===== config.mk =====
export PLATFORM = sky130hd
export DESIGN_NAME = ccrs_core_clock_reset_sequencer
export DESIGN_NICKNAME = d
export VERILOG_FILES = /design/src/logic/ccrs_core_clock_reset_sequencer.v
export VERILOG_INCLUDE_DIRS = /design/src /design/src/logic
export SDC_FILE = /design/constraint.sdc
export NUM_CORES = 1
export LEC_CHECK = 0
export ABC_AREA = 1
export BUFFER_PORTS_ARGS = -buffer_cell sky130_fd_sc_hd__buf_2
export CORE_MARGIN = 1.5
export CORE_UTILIZATION = 54
export DETAILED_ROUTE_END_ITERATION = 8
export GPL_ROUTABILITY_DRIVEN = 0
export PLACE_DENSITY = 0.84
export RECOVER_POWER = 50
export SYNTH_ARGS = -nofsm -noshare
export SYNTH_HDL_FRONTEND = slang
export SYNTH_SLANG_ARGS = --single-unit
export TNS_END_PERCENT = 100

===== constraint.sdc =====
create_clock -name clk_sys -period 3.75 [get_ports clk_sys]
set_clock_uncertainty 0.2 [all_clocks]
set_input_delay 0.375 -clock clk_sys [delete_from_list [all_inputs] [get_ports clk_sys]]
set_output_delay 0.375 -clock clk_sys [all_outputs]
set_load 0.02 [all_outputs]

===== src/logic/ccrs_consts.vh =====
// Constants for the core clock and reset sequencer.
`ifndef CCRS_CONSTS_VH
`define CCRS_CONSTS_VH
`define CCRS_ADDR_PMC 4'h0
`define CCRS_ADDR_STAT 4'h4
`define CCRS_PMC_RESET 16'h0000
`define CCRS_PMC_PAD 16'h0000
`define CCRS_STAT_PAD 27'h0
`define CCRS_DIV_START 2'h0
`define CCRS_LANE_W 8
`define CCRS_PMC_LANES 2
`define CCRS_PMC_MULT_LSB 0
`define CCRS_PMC_MULT_MSB 5
`define CCRS_PMC_DIV_LSB 6
`define CCRS_PMC_DIV_MSB 7
`define CCRS_PMC_PINSEL_BIT 12
`define CCRS_RATIO_3 2'h0
`define CCRS_RATIO_16 2'h1
`define CCRS_RATIO_8 2'h2
`define CCRS_RATIO_RSVD 2'h3
`define CCRS_MULT_3 6'h03
`define CCRS_MULT_16 6'h10
`define CCRS_MULT_8 6'h08
`define CCRS_LOCK_CYCLES 4096
`endif


===== src/logic/ccrs_core_clock_reset_sequencer.v =====
// Core clock selection, PLL lock wait and reset sequencing with a Wishbone register port.
// Operation
// [RQ1] The core clock comes from the PLL or straight from the reference clock as the ratio pins choose.
// [RQ2] The start-up core frequency is taken from the ratio pins sampled when hardware reset is released.
// [RQ3] Ratio code 00 gives 3:1, 01 gives 16:1, 10 gives 8:1 and 11 is reserved.
// [RQ4] Once the core is out of reset software may rewrite the PLL multiplier and divider at any time.
// [RQ5] Bit 12 of the power control register puts the PLL clock on the shared pin, else reset-out, the default.
// [RQ6] In reset-out function the shared pin shows the internal core reset state.
// [RQ7] After hardware reset is released the block waits 4096 reference cycles then starts the core at its vector.
// [RQ8] The system holds the hardware reset input low during power-up.
// [RQ9] The reference clock runs continuously at a fixed frequency.
// [RQ10] During hardware reset and the lock wait the core stays in reset and reset-out stays asserted.
//
// The implementer's own choices: the register offsets and the Wishbone register port.
`timescale 1ns/1ps
`include "ccrs_consts.vh"
module ccrs_core_clock_reset_sequencer #(
	parameter LOCK_CYCLES = `CCRS_LOCK_CYCLES
) (
	input wire clk_sys,
	input wire reset_n,
	input wire ref_clock_tick,
	input wire [1:0] ratio_select_pins,
	input wire pll_clock_in,
	input wire [3:0] wb_adr_i,
	input wire [31:0] wb_dat_i,
	input wire [3:0] wb_sel_i,
	input wire wb_we_i,
	input wire wb_cyc_i,
	input wire wb_stb_i,
	output reg [31:0] wb_dat_o,
	output reg wb_ack_o,
	output reg core_reset_n,
	output reg core_clk_from_pll,
	output reg [5:0] pll_mult,
	output reg [1:0] pll_div,
	output reg reset_to_external_n,
	output reg pll_clock_out
);
	localparam ST_RESET = 2'h0;
	localparam ST_LOCK = 2'h1;
	localparam ST_RUN = 2'h2;
	localparam [31:0] LOCK_LAST_FULL = LOCK_CYCLES - 1;

	// Start-up multiplier for each ratio code; the reserved code falls back to the 3:1 setting.
	function [5:0] ratio_mult;
		input [1:0] code;
		begin
			case (code)
				`CCRS_RATIO_3: ratio_mult = `CCRS_MULT_3;
				`CCRS_RATIO_16: ratio_mult = `CCRS_MULT_16;
				`CCRS_RATIO_8: ratio_mult = `CCRS_MULT_8;
				default: ratio_mult = `CCRS_MULT_3;
			endcase
		end
	endfunction

	// The reserved code bypasses the PLL and runs the core straight from the reference clock.
	function ratio_uses_pll;
		input [1:0] code;
		begin
			ratio_uses_pll = (code != `CCRS_RATIO_RSVD);
		end
	endfunction

	// Address decode, shared by the write and read paths.
	function addr_is_pmc;
		input [3:0] adr;
		begin
			addr_is_pmc = (adr == `CCRS_ADDR_PMC);
		end
	endfunction

	function addr_is_stat;
		input [3:0] adr;
		begin
			addr_is_stat = (adr == `CCRS_ADDR_STAT);
		end
	endfunction

	// Status word: strap code, sequencer state and the core reset level.
	function [31:0] status_word;
		input [1:0] code;
		input [1:0] st;
		input core_run;
		begin
			status_word = {`CCRS_STAT_PAD, code, st, core_run};
		end
	endfunction

	function [31:0] pmc_read_word;
		input [15:0] word;
		begin
			pmc_read_word = {`CCRS_PMC_PAD, word};
		end
	endfunction

	function [5:0] pmc_mult_field;
		input [15:0] word;
		begin
			pmc_mult_field = word[`CCRS_PMC_MULT_MSB:`CCRS_PMC_MULT_LSB];
		end
	endfunction

	function [1:0] pmc_div_field;
		input [15:0] word;
		begin
			pmc_div_field = word[`CCRS_PMC_DIV_MSB:`CCRS_PMC_DIV_LSB];
		end
	endfunction

	reg [1:0] state_r;
	reg [1:0] state_nxt;
	reg [12:0] lock_cnt_r;
	reg [12:0] lock_cnt_nxt;
	reg [1:0] ratio_r;
	reg [15:0] pmc_r;
	reg [15:0] pmc_nxt;
	reg [31:0] rd_word;
	reg ext_reset_nxt;
	reg clock_out_nxt;
	wire [12:0] lock_last;
	wire lock_done;
	wire wb_req;
	wire wb_rd;
	wire wr_pmc;
	wire load_straps;
	wire pin_sel_clk;
	wire [15:0] pmc_wr_merge;
	genvar lane;

	assign lock_last = LOCK_LAST_FULL[12:0];
	assign lock_done = (lock_cnt_r == lock_last);
	assign wb_req = wb_cyc_i & wb_stb_i & ~wb_ack_o;
	assign wb_rd = wb_req & ~wb_we_i;
	assign wr_pmc = wb_req & wb_we_i & addr_is_pmc(wb_adr_i) & (state_r == ST_RUN); // see [RQ4]
	assign load_straps = (state_r == ST_LOCK) & (lock_cnt_r == 13'h0000);
	assign pin_sel_clk = pmc_r[`CCRS_PMC_PINSEL_BIT];

	// Next state of the sequencer; the lock counter only moves on reference clock ticks.
	always @* begin
		state_nxt = state_r;
		lock_cnt_nxt = lock_cnt_r;
		case (state_r)
			ST_RESET: begin
				state_nxt = ST_LOCK;
				lock_cnt_nxt = 13'h0000;
			end
			ST_LOCK: begin
				if (ref_clock_tick) begin
					if (lock_done) begin
						state_nxt = ST_RUN; // see [RQ7]
					end else begin
						lock_cnt_nxt = lock_cnt_r + 13'h0001;
					end
				end
			end
			ST_RUN: begin
				state_nxt = ST_RUN;
			end
			default: begin
				state_nxt = ST_RESET;
			end
		endcase
	end

	// Only a hardware reset sends the sequencer back to its start.
	always @(posedge clk_sys) begin
		if (!reset_n) begin
			state_r <= ST_RESET;
			lock_cnt_r <= 13'h0000;
		end else begin
			state_r <= state_nxt;
			lock_cnt_r <= lock_cnt_nxt;
		end
	end

	// The straps are caught once, on the first clock after release; later changes are ignored.
	always @(posedge clk_sys) begin
		if (state_r == ST_RESET && reset_n) begin
			ratio_r <= ratio_select_pins; // see [RQ2]
		end
	end

	// Core reset stays asserted through hardware reset and the whole lock wait.
	always @(posedge clk_sys) begin
		if (!reset_n) begin
			core_reset_n <= 1'b0; // see [RQ10]
		end else begin
			core_reset_n <= (state_nxt == ST_RUN); // see [RQ7]
		end
	end

	// Byte lanes of a control write; only the two low lanes hold bits.
	generate
		for (lane = 0; lane < `CCRS_PMC_LANES; lane = lane + 1) begin : g_pmc_lane
			wire lane_we;
			assign lane_we = wr_pmc & wb_sel_i[lane];
			assign pmc_wr_merge[lane * `CCRS_LANE_W +: `CCRS_LANE_W] = lane_we ?
				wb_dat_i[lane * `CCRS_LANE_W +: `CCRS_LANE_W] : pmc_r[lane * `CCRS_LANE_W +: `CCRS_LANE_W];
		end
	endgenerate

	// Strap load and software writes never meet: writes are only taken in the run state.
	always @* begin
		pmc_nxt = pmc_r;
		if (load_straps) begin
			pmc_nxt[`CCRS_PMC_MULT_MSB:`CCRS_PMC_MULT_LSB] = ratio_mult(ratio_r); // see [RQ3]
			pmc_nxt[`CCRS_PMC_DIV_MSB:`CCRS_PMC_DIV_LSB] = `CCRS_DIV_START;
		end else if (wr_pmc) begin
			pmc_nxt = pmc_wr_merge; // see [RQ4]
		end
	end

	// A hardware reset puts the shared pin back to its reset-out function.
	always @(posedge clk_sys) begin
		if (!reset_n) begin
			pmc_r <= `CCRS_PMC_RESET; // see [RQ5]
		end else begin
			pmc_r <= pmc_nxt;
		end
	end

	// Ack comes one cycle after a request and stands for one cycle.
	always @(posedge clk_sys) begin
		if (!reset_n) begin
			wb_ack_o <= 1'b0;
		end else begin
			wb_ack_o <= wb_req;
		end
	end

	// Unmapped addresses read as zero.
	always @* begin
		rd_word = 32'h0000_0000;
		if (addr_is_pmc(wb_adr_i)) begin
			rd_word = pmc_read_word(pmc_r);
		end else if (addr_is_stat(wb_adr_i)) begin
			rd_word = status_word(ratio_r, state_r, core_reset_n);
		end
	end

	// Read data stands until the next read.
	always @(posedge clk_sys) begin
		if (!reset_n) begin
			wb_dat_o <= 32'h0000_0000;
		end else if (wb_rd) begin
			wb_dat_o <= rd_word;
		end
	end

	// The source choice follows the strap code caught at release.
	always @(posedge clk_sys) begin
		if (!reset_n) begin
			core_clk_from_pll <= 1'b0;
		end else begin
			core_clk_from_pll <= ratio_uses_pll(ratio_r); // see [RQ1]
		end
	end

	// PLL settings follow the control word one cycle later.
	always @(posedge clk_sys) begin
		if (!reset_n) begin
			pll_mult <= `CCRS_MULT_3;
		end else begin
			pll_mult <= pmc_mult_field(pmc_r);
		end
	end

	always @(posedge clk_sys) begin
		if (!reset_n) begin
			pll_div <= `CCRS_DIV_START;
		end else begin
			pll_div <= pmc_div_field(pmc_r);
		end
	end

	// The shared pin is split in two: reset-out is held inactive while the pin carries the clock.
	always @* begin
		ext_reset_nxt = core_reset_n;
		clock_out_nxt = 1'b0;
		if (pin_sel_clk) begin
			ext_reset_nxt = 1'b1; // see [RQ5]
			clock_out_nxt = pll_clock_in;
		end
	end

	always @(posedge clk_sys) begin
		if (!reset_n) begin
			reset_to_external_n <= 1'b0; // see [RQ10]
		end else begin
			reset_to_external_n <= ext_reset_nxt; // see [RQ6]
		end
	end

	// The clock half is a sampled copy of the PLL clock.
	always @(posedge clk_sys) begin
		if (!reset_n) begin
			pll_clock_out <= 1'b0;
		end else begin
			pll_clock_out <= clock_out_nxt;
		end
	end
endmodule // ccrs_core_clock_reset_sequencer


# [Word level (Yosys, flattened, before mapping)]
# Cells that the tools add are included.
# Widths: inputs -> output; s select.
[totals] elab_cells=64 out_inout_bits=45 in_bits=49 reg_bits=78
[op_classes] bitwise_logic=13 n_reduce_logical=13 n_eq_ne=10 n_mux=13 n_addsub=1
[op_table] operator="$mux 13" n=2
[op_table] operator="$pmux 13 s2" n=1
[op_table] operator="$mux 6" n=3
[op_table] operator="$mux 16" n=1
[op_table] operator="$add 13x1->13 const B" n=1
[op_table] operator="$eq 13x12->1 const B" n=1
[op_table] operator="$logic_not 13->1" n=1
[op_table] operator="$pmux 5 s2" n=1
[op_table] operator="$and 1x1->1" n=9
[op_table] operator="$eq 2x2->1 const B" n=3
[op_table] operator="$ne 2x2->1 const B" n=3
[op_table] operator="$pmux 2 s3" n=1
[op_table] operator="$reduce_and 2->1" n=3
[op_table] operator="$reduce_and 3->1" n=2
[op_table] operator="$reduce_bool 2->1" n=3
[op_table] operator="$mux 5" n=1
[op_table] operator="$eq 2x1->1 const B" n=2
[op_table] operator="$eq 4x3->1 const B" n=1
[op_table] operator="$logic_not 4->1" n=1
[op_table] operator="$mux 2" n=2
[op_table] operator="$not 1->1" n=4
[op_table] operator="$logic_not 2->1" n=1
[op_table] operator="$reduce_or 2->1" n=1
[op_table] operator="$logic_and 1x1->1" n=1
[op_table] operator="$mux 1" n=1

# [Longest topological paths before layout]
[logic_depth] ltp_word=9 ltp_mapped=11 depth_no_buf=10

# [Worst setup path after synthesis]
# No wires, ideal clock.
[synth_path] path_type="register to register" start="reg lock_cnt_r[0]" end="reg lock_cnt_r[10]" t_required_ns=3.418 n_path_buf=1 setup_time_ns=0.132 setup_slack_ns=2.056 synth_period_minus_slack_ns=1.694 t_arrival_ns=1.361 stages_incl_launch_ff=12 cell_sequence="dfxtp_1 -> ha_1 -> nand3_1 -> inv_2 -> nand2_2 -> inv_2 -> nand2_4 -> nand2_4 -> nand2_1 -> buf_6 -> nand2_1 -> a21oi_1"
[synth_via] elab_chain_cells=4 elab_cells_between_ends=7 classes_between="add/sub: 1; eq/ne: 2; mux: 3; reduce/logical: 1"
[synth_lines] item="start: declaration" line="ccrs_core_clock_reset_sequencer.v:114" text="reg [12:0] lock_cnt_r;"
[synth_lines] item="start signal: assignment" line="ccrs_core_clock_reset_sequencer.v:174" text="lock_cnt_r <= lock_cnt_nxt;"
[synth_lines] item="$add 13x1->13" line="ccrs_core_clock_reset_sequencer.v:154" text="lock_cnt_nxt = lock_cnt_r + 13'h0001;"
[synth_lines] item="$mux 13" line="ccrs_core_clock_reset_sequencer.v:151" text="if (lock_done) begin"
[synth_lines] item="$mux 13" line="ccrs_core_clock_reset_sequencer.v:150" text="if (ref_clock_tick) begin"
[synth_lines] item="$pmux 13 s2" line="ccrs_core_clock_reset_sequencer.v:144" text="case (state_r)"
# Parallel ways exist; a longest one is shown, timed or not. The select of a mux whose other input is x is not followed.
# A chain may end at the register's enable or synchronous reset.

==> run_results.csv <==
group,metric,value,unit
final_layout,instances_no_fill,529,
placement,placed_area,0.00313,mm²
global_routing,grt_usage,22.9,%
global_routing,antenna_found_initial,0,
worst_setup_path,crit_start,"reset_n",
power_and_ir_drop,irDropWorstVdd,0.000364,V
global_routing,grt_overflow,0,
final_layout,fin_area,0.00331,mm²
timing,whs,0.0155,ns
timing,setup_viol,0,
floorplanning,die_y,76.0,µm
timing,period_needed,2.62,ns
worst_setup_path,ff2ff_setup_slack,1.60,ns
timing,rsz0062_at_grt,"no",
min_path,min_from,"ratio_select_pins[1]",
floorplanning,top_level_ports,94,
synth,yosys.area.top_type,"dfxtp_1",
worst_setup_path,rr_startpoint,"lock_cnt_r[0]",
routing,drt_wl_total,6.40,mm
timing,fmax,0.382,GHz
timing,setup_tns,0,ns
min_path,min_path_type,"in -> reg",
routing,drc,0,
synth,synthMostInstantiatedCell,"nand2_1",
final_layout,diodes,0,
synth,yosys-top-cells-count,"nand2_1, dfxtp_1, nor2_1",
clock_tree,cts.repair.resized,0,
routing,vias,2660,
timing,drv_slew,0,
synth,yosysWarnings,0,
clock_tree,ctsRootBufferMaster,"clkbuf_8",
worst_setup_path,cp-start-kind,"primary input",
clock_tree,cts_setup_buffers,0,
synth,synth_area_leaders,"dfxtp_1, nand2_1, a21oi_1",
timing,relSlewSlack,14.2,%
floorplanning,core-area,0.00511,mm²
worst_setup_path,crit_arrival,2.67,ns
synth,syn-cell-area,0.00287,mm²
final_layout,syn2layout_area_growth,15.1,%
run_status,outcome,"completed",
synth,ys_seq_area_share,43.9,%
global_routing,first_global_vias,2323,
global_routing,grt_pass1_wl,10.6,mm
placement,post-place-ws,1.59,ns
final_layout,drive_above_1_share,13.7,%
timing,finalWorstSetupSlack,1.13,ns
clock_tree,clock_sinks,62,
power_and_ir_drop,p_sw,0.000336,W
final_layout,fillers,463,
timing,worst_pin_slew,1.29,ns
run,drv_cap,0,
worst_setup_path,path_class,"in -> reg",
placement,dp_hpwl,4.41,mm
worst_setup_path,required,3.80,ns
synth,async_flop_share,0,%
synth,yosys.area.top_type_share,41.8,%
floorplanning,dieArea,0.00577,mm²
synth,ys_ff_latch,62,
global_routing,grt_use_met2,36.8,%
timing,period_share,69.9,%
timing,hold_violations,0,
routing,first_pass_iters,5,
clock_tree,h-tree-depth,3,
power_and_ir_drop,p_int,0.00108,W
clock_tree,tritoncts,"done",
synth,synth.avg_cell_area,7.26,µm²
placement,placed_cells,514,
floorplanning,num_rows,26,
global_routing,use_met1,29.9,%
global_routing,grt_max_degree,33,
synth,synth_edf_count,2,
routing,avgViaCountPerCell,5.03,
clock_tree,clkSlewWorstSetupHoldPaths,0.07,ns
routing,dr.first_iter.drc_count,256,
clock_tree,cts_buffers,9,
synth,netlist-cell-type-count,30,
power_and_ir_drop,power_frac_seq,48.0,%
global_routing,grt_util_met3,3.98,%
clock_tree,cts_hold_buffers,0,
clock_tree,clock_latency,0.33,ns
routing,final_antenna_net_count,0,
final_layout,final_nets,509,
routing,post_drt_wl_per_cell,12.1,µm
worst_setup_path,critPathMaxFanout,32,
synth,synth_ff_type,"dfxtp_1",
power_and_ir_drop,leakagePower,1.41,nW
placement,port_buffers,59,
clock_tree,clk_path_buf_depth,2,
power_and_ir_drop,clkPwrFrac,44.7,%
power_and_ir_drop,p_sw_share,23.7,%
power_and_ir_drop,p_per_area,429,mW/mm²
floorplanning,die_w,76.0,µm
global_routing,grt_busiest_layer,"met2",
power_and_ir_drop,comb_power_share,7.3,%
floorplanning,start_util,56.3,%
synth,synthCells,396,
worst_setup_path,end_kind,"register",
-- layout make-up --
type                    instances  area, µm²  share of cell area (%)
repair buffers                 59        258                    7.79
flip-flops and latches         62       1260                    38.1
inverters                      49        184                    5.56
well taps                      70       87.6                    2.65
clock inverters                 2       37.5                    1.13
multi-input cells             274       1300                    39.3
clock buffers                  13        180                    5.45
-- stage by stage --
step / util, % / total power (W)
final: 64.8 / 0.00142
after global placement: 61.2 / 0.000796
after detailed placement: 61.2 / 0.000798
after CTS: 65.5 / 0.00142
after floorplan: - / 0.000778
after global routing: 64.8 / 0.00147
-- flip-flops by register name (all words and copies together) (netlist names) --
register,count
state_r,2
pll_div,2
pll_clock_out,1
core_clk_from_pll,1
wb_ack_o,1
core_reset_n,1
reset_to_external_n,1
ratio_r,2
pmc_r,16
wb_dat_o,16
pll_mult,6
lock_cnt_r,13
-- cell families (layout without fill, tap and decap cells) --
logic type / Yosys count / after routing / synth area share [%]
simple gates: 189 / 189 / 29.3
buf+inv: 75 / 123 / 12.8
compound gates: 63 / 63 / 11.3
flops: 62 / 62 / 43.9
fa+ha+maj: 5 / 5 / 2.18
other cells: 1 / 16 / 0.130
xor+xnor: 1 / 1 / 0.305
-- critical path, stage by stage --
cell	delay [ns]
clkbuf_1	0.92
inv_1	0.75
nor2_1	0.33
o21ai_0	0.13
a21oi_1	0.16
-- worst paths after layout --
path / end / cells after the start
setup / recovery: lock_cnt_r[2] / 5
setup reg to reg: lock_cnt_r[8] / 10
hold reg to reg: pll_mult[1] / 2
hold / removal: ratio_r[1] / 1
-- power groups by stage --
| stage | Clock, W | Sequential (W) | Combinational, W |
|---|---|---|---|
| floorplan | 0 | 0.000699 | 0.0000785 |
| global placement | 0 | 0.000695 | 0.000101 |
| detailed placement | 0 | 0.000695 | 0.000103 |
| CTS | 0.000635 | 0.000681 | 0.000105 |
| global route | 0.000672 | 0.000682 | 0.000114 |
| finish | 0.000633 | 0.000681 | 0.000104 |
-- cell usage in the layout (no fill, tap or decap), drive strengths merged --
master,n
buf,29
o22ai,2
nor3b,1
inv,49
nand2,97
nand4,9
edfxtp,2
nand3b,1
dfxtp,60
nand3,30
conb,16
ha,5
clkbuf,43
nor2,50
a31oi,1
o21a,1
o21ai,25
nor3,1
clkinvlp,1
xor2,1
bufinv,1
a21oi,34
-- metal layers --
metal / share of wire [%] / wire (µm) / up-vias
li1: - / - / 1352
met1: 45 / 2890 / 1205
met2: 47 / 2990 / 90
met3: 6.0 / 383 / 13
met4: 2.1 / 136 / 0
met5: 0 / 0 / -
Power figures use the tool's default switching activity.
